`src/common/rcl_pkg.sv`:
```
// Constants, field layouts and state carriers for the calendar clock control block
package rcl_pkg;

   // Register byte offsets
   localparam logic [4:0]  RCL_OFS_CONTROL  = 5'h00;
   localparam logic [4:0]  RCL_OFS_TIME     = 5'h04;
   localparam logic [4:0]  RCL_OFS_UNLOCK   = 5'h08;
   localparam logic [4:0]  RCL_OFS_IRQ_STAT = 5'h0C;
   localparam logic [4:0]  RCL_OFS_IRQ_MASK = 5'h10;
   localparam logic [4:0]  RCL_OFS_ALARM    = 5'h14;

   // rtc_control field positions
   localparam int RCL_POS_ON      = 15;
   localparam int RCL_POS_CLKSEL  = 9;
   localparam int RCL_POS_OUTSEL  = 7;
   localparam int RCL_POS_RUNNING = 6;
   localparam int RCL_POS_WREN    = 3;
   localparam int RCL_POS_SYNC    = 2;
   localparam int RCL_POS_HALF_SECOND_STATUS = 1;
   localparam int RCL_POS_OE      = 0;
   localparam int RCL_POS_SECONDS = 8;

   // Field encodings
   localparam logic [1:0]  RCL_CLK_INTERNAL_LOW_POWER_OSCILLATOR      = 2'h0;
   localparam logic [1:0]  RCL_CLK_SECONDARY_OSCILLATOR      = 2'h1;
   localparam logic [1:0]  RCL_OUT_ALARM     = 2'h0;
   localparam logic [1:0]  RCL_OUT_SECONDS   = 2'h1;
   localparam logic [1:0]  RCL_OUT_CLOCK     = 2'h2;

   // Unlock keys, arbitrary values
   localparam logic [31:0] RCL_KEY_FIRST     = 32'h0000_A5C3;
   localparam logic [31:0] RCL_KEY_SECOND    = 32'h0000_3C5A;

   // Prescaler: oscillator edges per second and read-sync window
   localparam logic [14:0] RCL_PRESC_LAST    = 15'h7FFF;
   localparam logic [14:0] RCL_PRESC_SYNC    = 15'h7FE0;
   localparam logic [6:0]  RCL_SECS_LAST     = 7'h3B;

   // Clock-running timeout
   localparam int          RCL_CLK_MHZ       = 200;
   localparam int          RCL_RUN_TIMEOUT_US = 100;
   localparam int          RCL_RUN_TIMEOUT_CYC = RCL_RUN_TIMEOUT_US * RCL_CLK_MHZ;

   // Interrupt status bits
   localparam int RCL_IRQ_ALARM  = 0;
   localparam int RCL_IRQ_SECOND = 1;

   typedef enum logic [2:0]
   {
      RCL_LOCKED = 3'b001,
      RCL_KEY1   = 3'b010,
      RCL_OPEN   = 3'b100
   } rcl_unlock_e;

   typedef struct packed
   {
      logic       on;
      logic [1:0] clksel;
      logic [1:0] outsel;
      logic       wren;
      logic       oe;
   } rcl_ctl_s;

   typedef struct packed
   {
      logic s1;
      logic s2;
   } rcl_sync_s;

   typedef struct packed
   {
      rcl_ctl_s    ctl;
      rcl_unlock_e unlock;
      logic [14:0] presc;
      logic [6:0]  secs;
      logic [6:0]  alarm_secs;
      logic        running;
      logic [15:0] run_cnt;
      logic [1:0]  irq_stat;
      logic [1:0]  irq_mask;
      logic        alarm_hold;
      logic        secondary_oscillator_prev;
      logic        internal_low_power_oscillator_prev;
      logic        wait_r;
      logic [31:0] rdata;
      logic        pin;
      logic        irq;
   } rcl_state_s;

endpackage : rcl_pkg

```
`src/hdl/rcl_sync2.sv`:
```
// Two-stage synchroniser for an oscillator pin
`timescale 1ns/100ps
`default_nettype none
module rcl_sync2
   import rcl_pkg::*;
(
   input  wire logic mclk,
   input  wire logic reset,
   input  wire logic d,
   output logic      q
);
   rcl_sync_s st_r;
   rcl_sync_s st_nxt;

   always_comb
   begin
      st_nxt.s1 = d;
      st_nxt.s2 = st_r.s1;
   end

   always_ff @(posedge mclk)
   begin
      if (reset)
         st_r <= '0;
      else
         st_r <= st_nxt;
   end

   assign q = st_r.s2;
endmodule : rcl_sync2
`default_nettype wire

```
`src/hdl/rcl_control.sv`:
```
// Calendar clock control: source select, unlock, prescaler, status and output pin
// Function
// - clock source 01 secondary, 00 internal oscillator
// - output select: clock, seconds clock, alarm
// - pin active only while output enabled
// - running status shows oscillator activity
// - time writes need value write enable
// - write enable set only when unlocked
// - on bit writable only with write enable
// - read sync flags possible rollover ripple
// - half-second bit high in second half
// - seconds write clears half-second bit
// - output enable bit gates pin function
// - control register reset by power-on only
`timescale 1ns/100ps
`default_nettype none
module rcl_control
   import rcl_pkg::*;
#(
   parameter int unsigned RUN_TIMEOUT_CYC = RCL_RUN_TIMEOUT_CYC
)
(
   input  wire logic        mclk,
   input  wire logic        reset,
   input  wire logic        soft_reset,
   input  wire logic [4:0]  avs_address,
   input  wire logic        avs_read,
   input  wire logic        avs_write,
   input  wire logic [31:0] avs_writedata,
   input  wire logic [3:0]  avs_byteenable,
   output logic [31:0]      avs_readdata,
   output logic             avs_waitrequest,
   input  wire logic        secondary_oscillator_in,
   input  wire logic        internal_low_power_oscillator_in,
   output logic             rtc_pin_out,
   output logic             rtc_pin_oe,
   output logic             irq
);

   localparam logic [15:0] RUN_LIMIT = 16'(RUN_TIMEOUT_CYC - 1);

   rcl_state_s  st_r;
   rcl_state_s  st_nxt;
   logic        secondary_oscillator_q;
   logic        internal_low_power_oscillator_q;
   logic        secondary_oscillator_edge;
   logic        internal_low_power_oscillator_edge;
   logic        sel_edge;
   logic        sel_level;
   logic        half_tick;
   logic        sec_tick;
   logic        wr_go;
   logic        rd_go;
   logic        half_second_status;
   logic        sync_flag;
   logic [31:0] ctl_word;
   logic [31:0] bmask;
   logic [31:0] merged;
   logic        alarm_evt;

   rcl_sync2 u_sync_secondary_oscillator
   (
      .mclk  (mclk),
      .reset (reset),
      .d     (secondary_oscillator_in),
      .q     (secondary_oscillator_q)
   );

   rcl_sync2 u_sync_internal_low_power_oscillator
   (
      .mclk  (mclk),
      .reset (reset),
      .d     (internal_low_power_oscillator_in),
      .q     (internal_low_power_oscillator_q)
   );

   assign secondary_oscillator_edge = secondary_oscillator_q & ~st_r.secondary_oscillator_prev;
   assign internal_low_power_oscillator_edge = internal_low_power_oscillator_q & ~st_r.internal_low_power_oscillator_prev;

   always_comb
   begin
      // Reserved codes select nothing, so the clock reads as stopped
      case (st_r.ctl.clksel)
         RCL_CLK_SECONDARY_OSCILLATOR:
         begin
            sel_edge  = secondary_oscillator_edge;
            sel_level = secondary_oscillator_q;
         end
         RCL_CLK_INTERNAL_LOW_POWER_OSCILLATOR:
         begin
            sel_edge  = internal_low_power_oscillator_edge;
            sel_level = internal_low_power_oscillator_q;
         end
         default:
         begin
            sel_edge  = 1'b0;
            sel_level = 1'b0;
         end
      endcase
   end

   assign half_second_status   = st_r.presc[14];
   assign half_tick = st_r.ctl.on & sel_edge & (st_r.presc[13:0] == 14'h3FFF);
   assign sec_tick  = half_tick & (st_r.presc == RCL_PRESC_LAST);
   // Ripple window: last edges before the seconds count rolls
   assign sync_flag = st_r.ctl.on & (st_r.presc >= RCL_PRESC_SYNC);
   assign alarm_evt = sec_tick & (((st_r.secs == RCL_SECS_LAST) ? 7'h00 :
                                   7'(st_r.secs + 7'h01)) == st_r.alarm_secs);

   assign wr_go = avs_write & ~st_r.wait_r;
   assign rd_go = avs_read & st_r.wait_r;

   always_comb
   begin
      ctl_word                  = '0;
      ctl_word[RCL_POS_ON]      = st_r.ctl.on;
      ctl_word[RCL_POS_CLKSEL +: 2] = st_r.ctl.clksel;
      ctl_word[RCL_POS_OUTSEL +: 2] = st_r.ctl.outsel;
      ctl_word[RCL_POS_RUNNING] = st_r.running;
      ctl_word[RCL_POS_WREN]    = st_r.ctl.wren;
      ctl_word[RCL_POS_SYNC]    = sync_flag;
      ctl_word[RCL_POS_HALF_SECOND_STATUS] = half_second_status;
      ctl_word[RCL_POS_OE]      = st_r.ctl.oe;
      bmask = {{8{avs_byteenable[3]}}, {8{avs_byteenable[2]}},
               {8{avs_byteenable[1]}}, {8{avs_byteenable[0]}}};
      case (avs_address)
         RCL_OFS_CONTROL: merged = ctl_word;
         RCL_OFS_TIME:    merged = {17'h0, st_r.secs, 8'h00};
         RCL_OFS_ALARM:   merged = {17'h0, st_r.alarm_secs, 8'h00};
         default:         merged = '0;
      endcase
      merged = (merged & ~bmask) | (avs_writedata & bmask);
   end

   always_comb
   begin
      st_nxt = st_r;
      st_nxt.secondary_oscillator_prev = secondary_oscillator_q;
      st_nxt.internal_low_power_oscillator_prev = internal_low_power_oscillator_q;

      // Clock-running watchdog on the selected source
      if (sel_edge)
      begin
         st_nxt.run_cnt = '0;
         st_nxt.running = 1'b1;
      end
      else if (st_r.run_cnt >= RUN_LIMIT)
         st_nxt.running = 1'b0;
      else
         st_nxt.run_cnt = st_r.run_cnt + 16'h0001;

      // Prescaler and seconds count
      if (st_r.ctl.on & sel_edge)
         st_nxt.presc = st_r.presc + 15'h0001;
      if (sec_tick)
         st_nxt.secs = (st_r.secs == RCL_SECS_LAST) ? 7'h00 : 7'(st_r.secs + 7'h01);

      // Alarm pulse lasts until the next half-second boundary
      if (alarm_evt)
         st_nxt.alarm_hold = 1'b1;
      else if (half_tick)
         st_nxt.alarm_hold = 1'b0;

      // Avalon handshake: one wait cycle, then answer
      st_nxt.wait_r = ~((avs_read | avs_write) & st_r.wait_r);
      if (rd_go)
      begin
         case (avs_address)
            RCL_OFS_CONTROL:  st_nxt.rdata = ctl_word;
            RCL_OFS_TIME:     st_nxt.rdata = {17'h0, st_r.secs, 8'h00};
            RCL_OFS_UNLOCK:   st_nxt.rdata = {31'h0, st_r.unlock == RCL_OPEN};
            RCL_OFS_IRQ_STAT: st_nxt.rdata = {30'h0, st_r.irq_stat};
            RCL_OFS_IRQ_MASK: st_nxt.rdata = {30'h0, st_r.irq_mask};
            RCL_OFS_ALARM:    st_nxt.rdata = {17'h0, st_r.alarm_secs, 8'h00};
            default:          st_nxt.rdata = '0;
         endcase
      end

      if (wr_go)
      begin
         case (avs_address)
            RCL_OFS_CONTROL:
            begin
               st_nxt.ctl.clksel = merged[RCL_POS_CLKSEL +: 2];
               st_nxt.ctl.outsel = merged[RCL_POS_OUTSEL +: 2];
               st_nxt.ctl.oe     = merged[RCL_POS_OE];
               if (st_r.ctl.wren)
                  st_nxt.ctl.on = merged[RCL_POS_ON];
               if (!merged[RCL_POS_WREN] || st_r.unlock == RCL_OPEN)
                  st_nxt.ctl.wren = merged[RCL_POS_WREN];
            end
            RCL_OFS_TIME:
            begin
               // Seconds write restarts the prescaler, which is how a new
               // source selection gets a clean start
               if (st_r.ctl.wren)
               begin
                  st_nxt.secs  = merged[RCL_POS_SECONDS +: 7];
                  st_nxt.presc = '0;
               end
            end
            RCL_OFS_UNLOCK:
            begin
               case (st_r.unlock)
                  RCL_LOCKED:
                     st_nxt.unlock = (avs_writedata == RCL_KEY_FIRST) ? RCL_KEY1 : RCL_LOCKED;
                  RCL_KEY1:
                     st_nxt.unlock = (avs_writedata == RCL_KEY_SECOND) ? RCL_OPEN : RCL_LOCKED;
                  default:
                     st_nxt.unlock = RCL_LOCKED;
               endcase
            end
            RCL_OFS_IRQ_MASK:
               st_nxt.irq_mask = merged[1:0];
            RCL_OFS_ALARM:
               st_nxt.alarm_secs = merged[RCL_POS_SECONDS +: 7];
            default:
               st_nxt.irq_mask = st_r.irq_mask;
         endcase
      end

      // Sticky status: write-one clears, a new event wins
      st_nxt.irq_stat = st_r.irq_stat;
      if (wr_go && avs_address == RCL_OFS_IRQ_STAT && avs_byteenable[0])
         st_nxt.irq_stat = st_r.irq_stat & ~avs_writedata[1:0];
      st_nxt.irq_stat[RCL_IRQ_ALARM]  = st_nxt.irq_stat[RCL_IRQ_ALARM] | alarm_evt;
      st_nxt.irq_stat[RCL_IRQ_SECOND] = st_nxt.irq_stat[RCL_IRQ_SECOND] | sec_tick;
      st_nxt.irq = |(st_nxt.irq_stat & st_nxt.irq_mask);

      // Output pin source
      if (!st_r.ctl.oe)
         st_nxt.pin = 1'b0;
      else
      begin
         case (st_r.ctl.outsel)
            RCL_OUT_CLOCK:   st_nxt.pin = sel_level;
            RCL_OUT_SECONDS: st_nxt.pin = half_second_status;
            RCL_OUT_ALARM:   st_nxt.pin = st_r.alarm_hold;
            default:         st_nxt.pin = 1'b0;
         endcase
      end

      // Other resets spare the control register and timekeeping
      if (soft_reset)
      begin
         st_nxt.unlock     = RCL_LOCKED;
         st_nxt.irq_stat   = '0;
         st_nxt.irq_mask   = '0;
         st_nxt.irq        = 1'b0;
         st_nxt.alarm_hold = 1'b0;
      end
   end

   always_ff @(posedge mclk)
   begin
      if (reset)
      begin
         st_r        <= '0;
         st_r.unlock <= RCL_LOCKED;
         st_r.wait_r <= 1'b1;
      end
      else
         st_r <= st_nxt;
   end

   assign avs_readdata    = st_r.rdata;
   assign avs_waitrequest = st_r.wait_r;
   assign rtc_pin_out     = st_r.pin;
   assign rtc_pin_oe      = st_r.ctl.oe;
   assign irq             = st_r.irq;
endmodule : rcl_control
`default_nettype wire

```
`config.mk`:
```
export PLATFORM = sky130hd
export DESIGN_NAME = rcl_control
export DESIGN_NICKNAME = d
export VERILOG_FILES = /design/src/common/rcl_pkg.sv /design/src/hdl/rcl_sync2.sv /design/src/hdl/rcl_control.sv
export SDC_FILE = /design/constraint.sdc
export NUM_CORES = 1
export LEC_CHECK = 0
export BUFFER_PORTS_ARGS = -buffer_cell sky130_fd_sc_hd__buf_2
export CAP_MARGIN = 0
export CORE_MARGIN = 2
export CORE_UTILIZATION = 56
export DETAILED_ROUTE_END_ITERATION = 8
export PLACE_DENSITY = 0.78
export SLEW_MARGIN = 40
export SYNTH_ARGS = -nofsm -noshare
export SYNTH_HDL_FRONTEND = slang
export SYNTH_SLANG_ARGS = --single-unit
```
`constraint.sdc`:
```
create_clock -name mclk -period 2.8 [get_ports mclk]
set_input_delay 0.28 -clock mclk [delete_from_list [all_inputs] [get_ports mclk]]
set_output_delay 0.28 -clock mclk [all_outputs]
set_load 0.05 [all_outputs]
```
# ---- Yosys cells after proc, flatten, opt, wreduce, memory -nomap -nowiden
# Index checks and enable logic that the tools add are counted.
dict set report word_totals {
  ff_bits 102
  wordCells 112
  out_inout_bits 36
  input_bits 48
}
dict set report op_classes {
  reduce_logical 18
  n_lt_le_gt_ge 2
  n_bitwise 25
  n_mux 23
  addsub 3
  n_eq_ne 17
}
# operator n
set op_table {}
lappend op_table {{16-bit case mux with 6 select lines} 1}
lappend op_table {{16-bit case mux with 3 select lines} 1}
lappend op_table {{22-bit 2-to-1 mux} 2}
lappend op_table {{16-bit AND} 2}
lappend op_table {{32-bit by 14-bit == test with 1-bit output, second input constant} 1}
lappend op_table {{32-bit by 16-bit == test with 1-bit output, second input constant} 1}
lappend op_table {{29-bit 2-to-1 mux} 1}
lappend op_table {{7-bit 2-to-1 mux} 3}
lappend op_table {{17-bit 2-to-1 mux} 1}
lappend op_table {{16-bit by 1-bit adder with 16-bit output, second input constant} 1}
lappend op_table {{16-bit by 15-bit >= comparator with 1-bit output, second input constant} 1}
lappend op_table {{16-bit 2-to-1 mux} 1}
lappend op_table {{16-bit NOT} 1}
lappend op_table {{16-bit bitwise OR} 1}
lappend op_table {{15-bit by 1-bit adder with 15-bit output, second input constant} 1}
lappend op_table {{15-bit == test, second input constant} 1}
lappend op_table {{15-bit >= comparator, second input constant} 1}
lappend op_table {{15-bit 2-to-1 mux} 1}
lappend op_table {{14-bit == test, second input constant} 1}
lappend op_table {{1-bit AND} 10}
lappend op_table {{5-bit by 4-bit == test with 1-bit output, second input constant} 2}
lappend op_table {{5-bit == test, second input constant} 2}
lappend op_table {{2-bit 2-to-1 mux} 4}
lappend op_table {{2-bit OR reduction} 4}
lappend op_table {{other kinds (26)} 43}

# ---- Logic depth before layout (Yosys ltp)
dict set report logic_depth {
  word_depth 10
  depth_mapped 8
}

# ---- Hierarchy
# From an unflattened synthesis, not the netlist that was laid out.
dict set report unflattened {
  cells_unflattened 543
  hier_area_um2 4464.3
}
# mod seq_area_each_um2 cells_each n_inst area_each_um2
set by_module_without_submodules {}
lappend by_module_without_submodules {rcl_control 1601.5 535 1 4359.2}
lappend by_module_without_submodules {rcl_sync2 40.0 4 2 52.6}

# ---- Least setup slack after synthesis
# OpenSTA, ideal clock, no wires.
dict set report synth_path {
  kind {register to register}
  start {reg st_r[66] (netlist bit)}
  end {reg st_r, in the netlist irq}
  path_stages_with_launch 9
  setup_time_ps 60
  t_arrival_ps 2051
  period_less_slack_ps 2111
  slack_ps 689
  path_cell_list {dfxtp_1 > ha_1 > and4_1 > clkbuf_1 > nand2_1 > a311oi_1 > nor3_1 > or4b_1 > nand2_1}
}
dict set report synth_via {
  elab_chain_len 7
  elab_cells_between_ends 8
}
# element line
set synth_lines {}
lappend synth_lines {{from (decl)} rcl_control.sv:42} ;# rcl_state_s st_r;
lappend synth_lines {{from (signal assigned)} rcl_control.sv:263} ;# st_r <= st_nxt;
lappend synth_lines {{7-bit by 1-bit adder with 7-bit output / 7-bit by 6-bit == test with 1-bit output (equally long branches)} {rcl_control.sv:108, rcl_control.sv:107}}
lappend synth_lines {{7-bit 2-to-1 mux (*)} rcl_control.sv:107} ;# assign alarm_evt = sec_tick & (((st_r.secs == RCL_SECS_LAST) ? 7'h00 :
lappend synth_lines {{7-bit == test (*)} rcl_control.sv:108} ;# 7'(st_r.secs + 7'h01)) == st_r.alarm_secs);
lappend synth_lines {{1-bit AND (*)} rcl_control.sv:107}
lappend synth_lines {{1-bit bitwise OR (*)} rcl_control.sv:226} ;# st_nxt.irq_stat[RCL_IRQ_ALARM] = st_nxt.irq_stat[RCL_IRQ_ALARM] | alarm_evt;
lappend synth_lines {{2-bit AND (*)} rcl_control.sv:228} ;# st_nxt.irq = |(st_nxt.irq_stat & st_nxt.irq_mask);
lappend synth_lines {{2-bit OR reduction (*)} rcl_control.sv:228}
# Mark *: on every way between the ends. The rest lies on a longest branch, timed or not.
# A chain may end at the register's enable or synchronous reset.

# ---- Worst setup path after layout
# Same ends and word-level chain as after synthesis.

==> reports/results.tsv <==
stage	metric	value	unit
timing	fin_crit_sh	0.858	
timing	setup_ws	0.398	ns
worst_hold_path	hp-class	in -> reg	
global_route	grt_pass1_wl	16.9	mm
clock_tree	cts_buffers	9	
placement	hpwl	7.95	mm
routing	drc	0	
clock_tree	cts_resized	0	
timing	fin_crit	2.40	ns
cells_and_area	design_area	4910	sq um
timing	skew	0.00822	ns
clock_tree	cts_sinks	84	
cells_and_area	final_common_cell	nor2_1	
power_and_ir_drop	peakVddDrop	289	uV
setup_path	cp.arrival	2.71	ns
synth	synth_cells	546	
synth	synth_top_family_by_area	simple AND/OR/NAND/NOR gates	
floorplanning	core_area	7770	sq um
global_route	grt_overflow_total	0	
placement	numPlacedInstances	679	
setup_path	worstPathRequired	3.11	ns
clock_tree	cts.path.max_buffers	2	
floorplanning	dieArea	8790	sq um
timing	slew_violations	0	
placement	port_buffers	63	
timing	slew_headroom	0.528	
synth	synthAdderAreaFrac	0.0111	
cells_and_area	fin_nets	640	
setup_path	crit_fanout	8	
setup_path	startpoint_type	flop	
synth	synth_edf_count	0	
clock_tree	cts-hold-fix-buffers	0	
synth	synthMuxAreaShare	0.0399	
routing	dr.pass1.iters	5	
cells_and_area	final_cell_count_no_fill	694	
floorplanning	fp.dieW	93.7	um
clock_tree	clk_pin_slew_worst_paths	0.09	ns
synth	synth_area	4510	sq um
power_and_ir_drop	p_per_area	446	nW/um^2
cells_and_area	diodes	0	
global_route	grt_use_total	0.241	
clock_tree	cts_tree	built	
global_route	grt_pass1_vias	3602	
outcome	status	completed	
cells_and_area	regArea	1680	sq um
cells_and_area	final_cell_mix	nor2_1 (85), dfxtp_1 (84), buf_2 (63)	
synth	ys_warn_count	0	
timing	worstMarginPinSlew	0.705	ns
clock_tree	insertion_delay	0.36	ns
routing	wl	10.7	mm
synth	ys_ff_latch	84	
timing	finalHoldViolCount	0	
timing	holdWs	0.121	ns
cells_and_area	drive_gt1_frac	0.171	
synth	ys_dominant_reg_cell	dfxtp_1	
floorplanning	row_count	32	
routing	post_drt_wl_per_cell	15.4	um
synth	syn_area_per_cell	8.26	sq um
routing	route.antenna.remaining_nets	0	
synth	synth_compound_area_frac	0.147	
clock_tree	h-tree-depth	3	
clock_tree	post_cts_buffers	0	
placement	gp_congestion	0.931	
global_route	antenna_found_initial	0	
synth	synth_xor_xnor_area_share	0.0641	
routing	first_iter_violations	297	
setup_path	crit_type	reg -> reg	
timing	finalSetupTns	0	ns
placement	placed_area	4740	sq um
placement	place_ws	0.431	ns
timing	setup_viol	0	
synth	synth.distinct_cells	66	
floorplanning	start_util	0.581	
cells_and_area	fillers	688	
floorplanning	pin_count	84	
clock_tree	root_buffer	clkbuf_8	
routing	viasPerCell	5.79	
timing	timing.fmax	416	MHz
run	maxCapViolCount	0	
cells_and_area	multi_input_area	2510	sq um
cells_and_area	area_growth	8.93	%
floorplanning	die-height	93.7	um
routing	vias	4020	
timing	rsz0062_at_grt	false	
setup_path	endpoint_kind	flop	
synth	async_flop_share	0	
synth	ys_seq_area_frac	0.373	
synth	synthSimpleGateAreaFrac	0.279	
power_and_ir_drop	p_leak	1.90	nW
global_route	grt_max_degree	32	
[area by class of cell]
class	count	area share
multi-input combinational	410	0.510
sequential	84	0.342
timing repair buffer	72	0.0779
tap	102	0.0260
clock buffer	9	0.0252
clock inverter	6	0.00993
inverter	11	0.00840
[final timing paths]
check	start	to	slack (ns)	cells past startpoint
hold / removal	secondary_oscillator_in	u_sync_secondary_oscillator.st_nxt[0]	0.12	2
setup reg to reg	st_r[66]	irq	0.40	7
hold reg to reg	u_sync_secondary_oscillator.st_nxt[0]	u_sync_secondary_oscillator.q	0.44	1
setup / recovery	st_r[66]	irq	0.40	7
[routing by layer]
layer,global-route usage,vias to the layer above,part of all wire
met5,0,-,0
met4,0.0725,0,0.019
met3,0.0530,17,0.064
met2,0.399,154,0.47
met1,0.314,1883,0.45
li1,-,1966,-
[logic make-up after synthesis]
logic type | Yosys count
simple gates | 244
compound gates | 93
flops | 84
buf+inv | 69
xor+xnor | 33
mux | 18
fa+ha+maj | 4
other cells | 1
[power breakdown]
part | total [mW] | internal (mW) | switching [mW]
clock network | 0.788 | 0.325 | 0.463
registers | 1.21 | 1.20 | 0.00819
logic | 0.194 | 0.0510 | 0.143
total | 2.19 | 1.58 | 0.614
[metrics by stage]
step | utilization | power [mW]
final | 0.633 | 2.19
after global routing | 0.633 | 2.27
after CTS | 0.633 | 2.21
after detailed placement | 0.610 | 1.43
after global placement | 0.610 | 1.43
after floorplan | - | 1.38
[registers in the layout, indices dropped and copies added (netlist names)]
register,flops
st_r,54
avs_readdata,14
ctl_word,8
avs_waitrequest,1
irq,1
rtc_pin_oe,1
rtc_pin_out,1
u_sync_internal_low_power_oscillator.q,1
u_sync_internal_low_power_oscillator.st_nxt,1
u_sync_secondary_oscillator.q,1
u_sync_secondary_oscillator.st_nxt,1
[cell usage after synthesis (5+ instances only)]
cell | n | share of area
o31ai_1 | 7 | 0.012
nand3_1 | 27 | 0.030
xnor2_1 | 6 | 0.012
a211oi_1 | 11 | 0.018
inv_1 | 11 | 0.0092
and2_1 | 7 | 0.0097
nor2b_1 | 9 | 0.012
mux2i_1 | 18 | 0.040
nor4_1 | 7 | 0.0097
nor2_1 | 85 | 0.071
xor2_1 | 27 | 0.052
buf_2 | 5 | 0.0055
clkbuf_1 | 20 | 0.017
dfxtp_1 | 84 | 0.37
a22oi_1 | 11 | 0.018
nand2_1 | 41 | 0.034
buf_4 | 32 | 0.053
nor3_1 | 7 | 0.0078
and3_1 | 7 | 0.0097
nand4_1 | 16 | 0.022
o21ai_0 | 16 | 0.018
a21oi_1 | 16 | 0.018
[worst max-delay path, stage by stage (launching register included)]
cell and delay [ns]:
dfxtp_1 0.48, ha_1 0.32, and4_1 0.34, nand2_1 0.19, a311oi_1 0.31, nor3_1 0.12, or4b_1 0.52, nand2_1 0.07
Note: power is estimated with default switching activity, not from simulation.
